<file path="config.mk">
export PLATFORM = sky130hd
export DESIGN_NAME = s2_check
export DESIGN_NICKNAME = d
export VERILOG_FILES = /design/src/s2_check_pkg.sv /design/src/s2_check.sv /design/src/s2_size_resolve.sv
export VERILOG_INCLUDE_DIRS = /design/src
export SDC_FILE = /design/constraint.sdc
export NUM_CORES = 1
export LEC_CHECK = 0
export BUFFER_PORTS_ARGS = -buffer_cell sky130_fd_sc_hd__buf_4
export CORE_MARGIN = 10
export CORE_UTILIZATION = 51
export CTS_CLUSTER_DIAMETER = 50
export CTS_CLUSTER_SIZE = 10
export DETAILED_ROUTE_END_ITERATION = 12
export GPL_ROUTABILITY_DRIVEN = 0
export PLACE_DENSITY = 0.83
export SLEW_MARGIN = 20
export SYNTH_ARGS = -nofsm -noshare
export SYNTH_HDL_FRONTEND = slang
export SYNTH_SLANG_ARGS = --single-unit
</file>
<file path="constraint.sdc">
create_clock -name clk_sys_i -period 2.2 [get_ports clk_sys_i]
set_input_delay 0.11 -clock clk_sys_i [delete_from_list [all_inputs] [get_ports clk_sys_i]]
set_output_delay 0.11 -clock clk_sys_i [all_outputs]
set_load 0.02 [all_outputs]
</file>
<file path="src/s2_check_params.svh">
/*
 * Constants for the second-stage configuration checks: field encodings,
 * output size codes and limits. Included by the package and the modules.
 */
`ifndef S2_CHECK_PARAMS_SVH
`define S2_CHECK_PARAMS_SVH

// Output size field encodings
`define S2C_PS_32 3'h0
`define S2C_PS_36 3'h1
`define S2C_PS_40 3'h2
`define S2C_PS_42 3'h3
`define S2C_PS_44 3'h4
`define S2C_PS_48 3'h5
`define S2C_PS_52 3'h6
`define S2C_PS_RSV 3'h7

// Cap limits per architecture revision
`define S2C_CAP_MAX_LATER 3'h6
`define S2C_CAP_MAX_EARLY 3'h5

// Table format select values
`define S2C_FMT_32 1'h0
`define S2C_FMT_64 1'h1

// Endianness values
`define S2C_END_LITTLE 1'h0
`define S2C_END_BIG 1'h1

// Endian support capability encodings
`define S2C_ENDS_MIXED 2'h0
`define S2C_ENDS_LITTLE 2'h2
`define S2C_ENDS_BIG 2'h3

// Granule encodings
`define S2C_TG_4K 2'h0
`define S2C_TG_64K 2'h1
`define S2C_TG_16K 2'h2

// Output address width
`define S2C_OA_W 52
// First bit forced to zero below 64KB granules
`define S2C_NARROW_BIT 48

`endif

</file>
<file path="src/s2_check_pkg.sv">
/*
 * Types for the second-stage configuration checks.
 * Assumes s2_check_params.svh is on the include path.
 */
`include "s2_check_params.svh"

package s2_check_pkg;

  typedef logic [2:0] out_size_t;

  typedef enum logic [1:0] {
    FAULT_NONE = 2'h0,
    FAULT_ADDR_SIZE = 2'h1,
    FAULT_ACCESS_FLAG = 2'h2,
    FAULT_PERMISSION = 2'h3
  } fault_type_e;

  typedef enum logic [1:0] {
    ACC_CLIENT = 2'h0,
    ACC_S1_WALK = 2'h1,
    ACC_CD_FETCH = 2'h2
  } access_kind_e;

  // Size code to address width in bits
  function automatic logic [5:0] size_bits(input out_size_t code);
    logic [5:0] r;
    r = 6'h30;
    unique case (code)
      `S2C_PS_32: r = 6'h20;
      `S2C_PS_36: r = 6'h24;
      `S2C_PS_40: r = 6'h28;
      `S2C_PS_42: r = 6'h2A;
      `S2C_PS_44: r = 6'h2C;
      `S2C_PS_48: r = 6'h30;
      `S2C_PS_52: r = 6'h34;
      `S2C_PS_RSV: r = 6'h34;
    endcase
    return r;
  endfunction : size_bits

endpackage : s2_check_pkg

</file>
<file path="src/s2_check.sv">
/*
 * Second-stage configuration checks: effective output size, address size,
 * access flag and protected-walk faults, illegal configuration flag.
 * Assumes the walker presents one result at a time with walk_valid_i,
 * and that capability inputs are static.
 */
`timescale 1ns/10ps
`include "s2_check_params.svh"

// Operation
// - 32-bit format ignores size field; effective size is 40 bits.
// - 64-bit format: effective size is min of field and cap.
// - Cap limited to 52 bits later revision, 48 bits earlier.
// - Field above cap, reserved codes too, behaves as the cap.
// - Any output bit from 51 down to effective size raises fault.
// - Above 48 bits only with size 52 and 64KB granule.
// - Small granules zero bits 51:48; no fault at 48 or more.
// - Format select: 0 is 32-bit table, 1 is 64-bit table.
// - Unsupported table format with stage 2 enabled is illegal.
// - Endianness bit: 0 little-endian, 1 big-endian descriptor reads.
// - Unimplemented endianness with stage 2 enabled is illegal.
// - No hardware update, disable clear: flag 0 gives access fault.
// - Disable bit set: never access fault; flag treated as 1.
// - Hardware access-flag update enabled ignores disable bit.
// - Protected walk to Device page gives stage 2 permission fault.
// - Protected walk clear: walks to Device pages allowed.
// - No stage 2 support: all these fields read as zero.
module s2_check
  import s2_check_pkg::*;
(
  input wire logic clk_sys_i,
  input wire logic rst_n_i,
  input wire logic clk_en_i,
  input wire logic stage2_supported_i,
  input wire logic later_revision_i,
  input wire out_size_t output_addr_size_cap_i,
  input wire logic [1:0] table_format_support_i,
  input wire logic [1:0] endian_support_i,
  input wire logic [1:0] hw_table_update_i,
  input wire logic stage1_enable_i,
  input wire logic stage2_enable_i,
  input wire logic stage2_table_format_sel_i,
  input wire logic stage2_table_endianness_i,
  input wire out_size_t stage2_output_size_field_i,
  input wire logic stage2_access_flag_fault_disable_i,
  input wire logic protected_walk_enable_i,
  input wire logic stage2_hw_access_flag_update_i,
  input wire logic [1:0] stage2_granule_i,
  input wire logic fault_record_enable_i,
  input wire logic fault_stall_enable_i,
  input wire logic walk_valid_i,
  input wire access_kind_e walk_kind_i,
  input wire logic [51:0] walk_out_addr_i,
  input wire logic descriptor_access_flag_i,
  input wire logic walk_page_device_i,
  input wire logic [63:0] desc_raw_i,
  output logic [2:0] effective_output_size_o,
  output logic config_illegal_o,
  output logic desc_big_endian_o,
  output logic [63:0] desc_o,
  output logic [51:0] out_addr_o,
  output logic result_valid_o,
  output logic fault_valid_o,
  output fault_type_e fault_type_o,
  output logic fault_record_o,
  output logic fault_stall_o,
  output logic walk_terminate_o
);

  // Fields read as zero without stage 2 support
  logic fmt_sel;
  logic endi;
  logic affd;
  logic ptw;
  logic hw_af;
  logic rec_en;
  logic stall_en;
  out_size_t size_field;
  out_size_t cap;
  logic [2:0] eff_code;
  logic [5:0] eff_bits;

  always_comb
  begin
    fmt_sel = stage2_supported_i & stage2_table_format_sel_i;
    endi = stage2_supported_i & stage2_table_endianness_i;
    affd = stage2_supported_i & stage2_access_flag_fault_disable_i;
    ptw = stage2_supported_i & protected_walk_enable_i;
    hw_af = stage2_supported_i & stage2_hw_access_flag_update_i;
    rec_en = stage2_supported_i & fault_record_enable_i;
    stall_en = stage2_supported_i & fault_stall_enable_i;
    size_field = stage2_supported_i ? stage2_output_size_field_i : 3'h0;
  end

  always_comb
  begin
    if (later_revision_i)
    begin
      cap = (output_addr_size_cap_i > `S2C_CAP_MAX_LATER) ?
        `S2C_CAP_MAX_LATER : output_addr_size_cap_i;
    end
    else
    begin
      cap = (output_addr_size_cap_i > `S2C_CAP_MAX_EARLY) ?
        `S2C_CAP_MAX_EARLY : output_addr_size_cap_i;
    end
  end

  s2_size_resolve u_size (
    .fmt_sel_i(fmt_sel),
    .field_i(size_field),
    .cap_i(cap),
    .eff_code_o(eff_code)
  );

  assign eff_bits = size_bits(eff_code);

  // Configuration legality
  logic illegal_c;
  logic endian_ok;
  always_comb
  begin
    unique case (endian_support_i)
      `S2C_ENDS_MIXED: endian_ok = 1'b1;
      `S2C_ENDS_LITTLE: endian_ok = (endi == `S2C_END_LITTLE);
      `S2C_ENDS_BIG: endian_ok = (endi == `S2C_END_BIG);
      default: endian_ok = 1'b0;
    endcase
    illegal_c = 1'b0;
    if (stage2_supported_i && stage2_enable_i)
    begin
      // bit 0 is 32-bit, 1 is 64-bit
      if (fmt_sel == `S2C_FMT_32 && !table_format_support_i[0])
      begin
        illegal_c = 1'b1;
      end
      if (fmt_sel == `S2C_FMT_64 && !table_format_support_i[1])
      begin
        illegal_c = 1'b1;
      end
      if (!endian_ok)
      begin
        illegal_c = 1'b1;
      end
    end
  end

  // Walk result evaluation
  logic [51:0] addr_c;
  logic as_fault;
  logic af_fault;
  logic perm_fault;
  logic hw_af_active;
  logic [51:0] high_mask;
  logic [63:0] desc_c;
  logic [63:0] desc_swap;
  always_comb
  begin
    addr_c = walk_out_addr_i;
    // wide output only with 64KB granule, 64-bit format and later revision
    if (stage2_granule_i != `S2C_TG_64K || fmt_sel == `S2C_FMT_32 ||
        !later_revision_i)
    begin
      addr_c[51:48] = 4'h0;
    end
    // bits 51 down to effective size
    high_mask = ~((52'h1 << eff_bits) - 52'h1);
    as_fault = |(addr_c & high_mask);
    hw_af_active = hw_af && (hw_table_update_i != 2'h0) &&
      (fmt_sel == `S2C_FMT_64);
    af_fault = !hw_af_active && !affd && !descriptor_access_flag_i;
    perm_fault = ptw && stage1_enable_i && walk_page_device_i &&
      (walk_kind_i == ACC_S1_WALK || walk_kind_i == ACC_CD_FETCH);
    // descriptor byte order
    // Swap formed on its own; a stream cannot sit in a select
    desc_swap = {<<8{desc_raw_i}};
    if (endi == `S2C_END_BIG)
    begin
      desc_c = desc_swap;
    end
    else
    begin
      desc_c = desc_raw_i;
    end
  end

  // Registered results
  logic [2:0] eff_q;
  logic [2:0] eff_d;
  logic illegal_q;
  logic illegal_d;
  logic valid_q;
  logic valid_d;
  logic fvalid_q;
  logic fvalid_d;
  fault_type_e ftype_q;
  fault_type_e ftype_d;
  logic rec_q;
  logic rec_d;
  logic stall_q;
  logic stall_d;
  logic term_q;
  logic term_d;
  logic [51:0] addr_q;
  logic [51:0] addr_d;
  logic [63:0] desc_q;
  logic [63:0] desc_d;
  logic endi_q;
  logic endi_d;

  always_comb
  begin
    eff_d = eff_code;
    illegal_d = illegal_c;
    endi_d = endi;
    valid_d = walk_valid_i;
    fvalid_d = 1'b0;
    ftype_d = FAULT_NONE;
    term_d = 1'b0;
    addr_d = addr_q;
    desc_d = desc_q;
    if (walk_valid_i && stage2_enable_i && stage2_supported_i)
    begin
      addr_d = addr_c;
      desc_d = desc_c;
      // Permission first: the walk never completes
      if (perm_fault)
      begin
        fvalid_d = 1'b1;
        ftype_d = FAULT_PERMISSION;
        term_d = 1'b1;
      end
      else if (as_fault)
      begin
        fvalid_d = 1'b1;
        ftype_d = FAULT_ADDR_SIZE;
      end
      else if (af_fault)
      begin
        fvalid_d = 1'b1;
        ftype_d = FAULT_ACCESS_FLAG;
      end
    end
    rec_d = fvalid_d & rec_en;
    stall_d = fvalid_d & stall_en;
  end

  always_ff @(posedge clk_sys_i or negedge rst_n_i)
  begin
    if (!rst_n_i)
    begin
      eff_q <= 3'h0;
      illegal_q <= 1'b0;
      endi_q <= 1'b0;
      valid_q <= 1'b0;
      fvalid_q <= 1'b0;
      ftype_q <= FAULT_NONE;
      rec_q <= 1'b0;
      stall_q <= 1'b0;
      term_q <= 1'b0;
      addr_q <= 52'h0;
      desc_q <= 64'h0;
    end
    else if (clk_en_i)
    begin
      eff_q <= eff_d;
      illegal_q <= illegal_d;
      endi_q <= endi_d;
      valid_q <= valid_d;
      fvalid_q <= fvalid_d;
      ftype_q <= ftype_d;
      rec_q <= rec_d;
      stall_q <= stall_d;
      term_q <= term_d;
      addr_q <= addr_d;
      desc_q <= desc_d;
    end
  end

  assign effective_output_size_o = eff_q;
  assign config_illegal_o = illegal_q;
  assign desc_big_endian_o = endi_q;
  assign desc_o = desc_q;
  assign out_addr_o = addr_q;
  assign result_valid_o = valid_q;
  assign fault_valid_o = fvalid_q;
  assign fault_type_o = ftype_q;
  assign fault_record_o = rec_q;
  assign fault_stall_o = stall_q;
  assign walk_terminate_o = term_q;

endmodule : s2_check

</file>
<file path="src/s2_size_resolve.sv">
/*
 * Resolves the effective second-stage output size from the entry field,
 * the table format and the implemented cap. Purely combinational.
 * Assumes the cap input is already clamped to the revision limit.
 */
`timescale 1ns/10ps
`include "s2_check_params.svh"

module s2_size_resolve
  import s2_check_pkg::*;
(
  input wire logic fmt_sel_i,
  input wire out_size_t field_i,
  input wire out_size_t cap_i,
  output logic [2:0] eff_code_o
);

  always_comb
  begin
    if (fmt_sel_i == `S2C_FMT_32)
    begin
      eff_code_o = `S2C_PS_40;
    end
    else if (field_i > cap_i)
    begin
      eff_code_o = cap_i;
    end
    else
    begin
      eff_code_o = field_i;
    end
  end

endmodule : s2_size_resolve

</file>
==> summary.md <==
| Metric | Value |
|---|---|
| Status | finished, violations left |
| Failing checks | setup timing |
| Pins Over Slew Limit | 0 |
| Top cells by area, synth | dfrtp_1, nand2_1, mux2i_1 |
| Ys async rst share | 1.00 |
| FILL cells | 563 |
| Post-DR vias/cell | 5.81 |
| HPWL Detailed | 16200 µm |
| Max Fclk | ~0.37 GHz |
| Cell Rows | 40 |
| Reg clk slew, reported paths | around 0.060 ns |
| Commonest cells after routing, fill and taps aside | buf_4, nand2_1, dfrtp_1, dlygate4sd3_1, o21ai_0 |
| Critical path peak fanout | 5 |
| RSZ-0062 raised after global routing | true |
| Comb power frac | 0.303 |
| Worst Path Arrival | slightly below 3 ns |
| Mapped cell area | about 6200 µm² |
| HP Start | desc_raw_i[28] |
| Max-cap viol count | 0 |
| Hold path endpoint | desc_o[28]$_DFFE_PN0P_ |
| Most common cell after layout, fill and taps aside | buf_4 |
| Number of synthesized register bits | approximately 130 |
| Wire length per cell | 22.3 µm |
| Crit path buf inv count | 5 |
| Final Instance Count excl. Fillers | 1214 |
| Largest net degree at the start of global routing | 179 |
| Multi-input combinational cell area | ~2900 µm² |
| Crit Path Class | primary input to flip-flop |
| Max-slew headroom | 0.530 |
| CTS root buffer | clkbuf_16 |
| Share of layout cells above drive strength 1 | 0.382 |
| Util after Layout | 0.865 |
| Core area | about 12000 µm² |
| Cell Chain, Critical Path | buf_6, buf_4, o21ai_4, ha_4, buf_4, nand3_2, o21a_4, nand3_2, a21o_1, ha_4, buf_6, inv_4, and4_1, mux2i_1, o311ai_2, nand2_2, nor4_4, o22ai_1 |
| NetSw | about 0.0029 W |
| IO Pins | 277 |
| Routed via count | 7049 |
| LEAKAGE | ~5.3 nW |
| Worst-skew pair later-pin latency | 0.42 ns |
| Max Buffers Root-to-Sink | 2 |
| Crit Reg-Reg Endpoint | desc_o[0]$_DFFE_PN0P_ |
| Die Span Y | 130 µm |
| Initial core utilization | 0.519 |
| Cell variety after synth | 60 |
| Post-synthesis net count | about 800 |
| Final setup vio count | 5 |
| Sw Ratio | 0.329 |
| Highest-delay cell along the critical path | nor4_4 |
| Clk pwr share | 0.348 |
| H-tree depth | 4 |
| CP delay by family, top | compound AO/OA/AOI/OAI gates |
| DIE AREA | 17000 µm² |
| Routed WL | 27100 µm |
| Dpl ws | -1.04 ns |
| Initial antenna violation count | 0 |
| Drt drc | 0 |
| Slew at the pin closest to its max-slew limit | about 0.7 ns |
| Min Tclk post-route | between 2 and 3 ns |
| Peak VDD IR | ~650 µV |
| Gr usage total | 0.310 |
| Final #Nets | between 1000 and 1500 |
| R2R cell count | 2 |
| Setup slack, reg-to-reg | roughly 1.4 ns |
| Initial DRC Count | ~800 |
| Synthesis warning total | 0 |
| Fin. Hold Viols | 0 |
| Number of synthesized flops with an enable pin | 0 |
| Clock sinks | about 130 |
| Data required time of the worst path | 2.46 ns |
| CTS tree | built |
| Worst path max stage delay | ~0.35 ns |
| PnR worst setup slack | -0.473 ns |
| Number of diodes | 0 |
| Yosys top cell by area | dfrtp_1 |
| Most used DFF post-synth | dfrtp_1 |
| Startpoint Class | primary input |
| Synth Area per Inst | 9.31 µm² |
| Clk_skew | 0 ns |
| Placed insts | approximately 1100 |
| Share of the synthesized area in the top cell type | 0.516 |
| Cell count after synthesis | between 600 and 700 |
| Vias in the first global route | approximately 7500 |
| CTS buffer count | 17 |
| HP Class | primary input to flip-flop |
| Reg-to-Reg Start | desc_o[0]$_DFFE_PN0P_ |
| I/O Buffers | 276 |
| Post-synthesis sequential area ratio | 0.516 |
| FF/Latch Area | ~3200 µm² |
| ANT nets after route | 0 |
| Seq pwr share | 0.349 |
| Fin crit share | 1.21 |
| Grt ovf | 0 |
| Power per cell area | around 840 nW/µm² |
| First-pass GRT wire length | roughly 40000 µm |
| DR pass1 iterations | 6 |
| Pint | 0.00585 W |
| Layout area overhead | 66.9% |
| WHS Path Cells | 3 |
| CP Capture Type | flip-flop |
| Die Wd | 130 µm |
-- sequential cells by signal, summed over array words and instances (netlist names), 2 cells and up --
name,count
fault_type_o,2
effective_output_size_o,3
out_addr_o,52
desc_o,64
-- logic make-up after synthesis --
logic type | after synthesis | synth area share
simple gates | 289 | 0.200
mux | 70 | 0.114
flops | 128 | 0.516
compound gates | 114 | 0.109
other cells | 1 | 0.000605
buf+inv | 56 | 0.0466
xor+xnor | 4 | 0.00565
fa+ha+maj | 4 | 0.00807
-- metrics by stage --
| step | hold slack, ns | power (W) | area, µm² | TNS, ns |
|---|---|---|---|---|
| after CTS | 0.000601 | 0.00855 | 10300 | -1.62 |
| final | 0.00332 | 0.00872 | 10400 | -2.21 |
| after global routing | 0.0147 | 0.00904 | 10400 | -2.61 |
| after global placement | -0.0270 | 0.00533 | 8710 | -4.70 |
| after detailed placement | -0.0278 | 0.00539 | 8710 | -5.02 |
| after floorplan | -0.186 | 0.00413 | 6300 | -0.589 |
-- metal layers --
layer | GRT usage | share of wire | vias to the layer above
li1 | - | - | 3036
met5 | 0 | 0 | -
met1 | 0.337 | 0.35 | 3350
met2 | 0.522 | 0.48 | 542
met4 | 0.181 | 0.056 | 0
met3 | 0.101 | 0.11 | 121
-- worst reg2reg max path: stages, from the launching register on --
cell	delay (ns)
dfrtp_1	0.43
nand2_1	0.09
o21ai_0	0.13
-- how the worst max path moves through the flow --
stage | from | to | slack, ns | cells past startpoint
4_1_cts | output_addr_size_cap_i[1] | fault_valid_o$_DFFE_PN0P_ | -0.37 | 15
5_1_grt | output_addr_size_cap_i[2] | fault_stall_o$_DFFE_PN0P_ | -0.55 | 17
2_1_floorplan | output_addr_size_cap_i[1] | fault_type_o[1]$_DFFE_PN0P_ | -0.15 | 13
3_3_place_gp | output_addr_size_cap_i[2] | fault_valid_o$_DFFE_PN0P_ | -0.97 | 17
3_5_place_dp | output_addr_size_cap_i[2] | fault_valid_o$_DFFE_PN0P_ | -1.04 | 17
6_report | output_addr_size_cap_i[1] | fault_valid_o$_DFFE_PN0P_ | -0.47 | 18
-- power groups by stage --
stage               sequential (W)  combinational [W]  clock [W]
CTS                        0.00301            0.00253    0.00301
global route               0.00309            0.00281    0.00314
finish                     0.00304            0.00264    0.00303
global placement           0.00302            0.00231          0
detailed placement         0.00303            0.00236          0
floorplan                  0.00354           0.000592          0
-- what timing repair did --
action / in CTS / in global routing
endpoints found under the setup margin: 5 / 5
pin swaps: 15 / 14
hold endpoints to repair: 198 / 0
gates resized for setup: 13 / 12
setup buffers: 9 / 1
hold buffers: 81 / 0
-- final cells by class --
class	instances	share of cell area
timing repair buffer	412	0.326
clock buffer	19	0.0428
inverter	13	0.00520
clock inverter	13	0.0178
multi-input combinational	482	0.281
sequential	128	0.309
tap	147	0.0178
-- cells in the mapped netlist (3+ instances only) --
cell / number
inv_1: 13
clkbuf_1: 27
and4_1: 3
clkbuf_8: 4
mux2i_1: 67
buf_2: 4
nor2_1: 16
a21oi_1: 6
ha_1: 4
dfrtp_1: 128
or3_1: 3
buf_1: 3
buf_6: 3
a211oi_1: 3
o22ai_1: 6
nand3_1: 8
and2_1: 3
nand2_1: 225
mux2_2: 3
o21ai_0: 75
nor3_1: 8
o21ai_1: 3
Note: power is estimated with default switching activity, not from simulation.
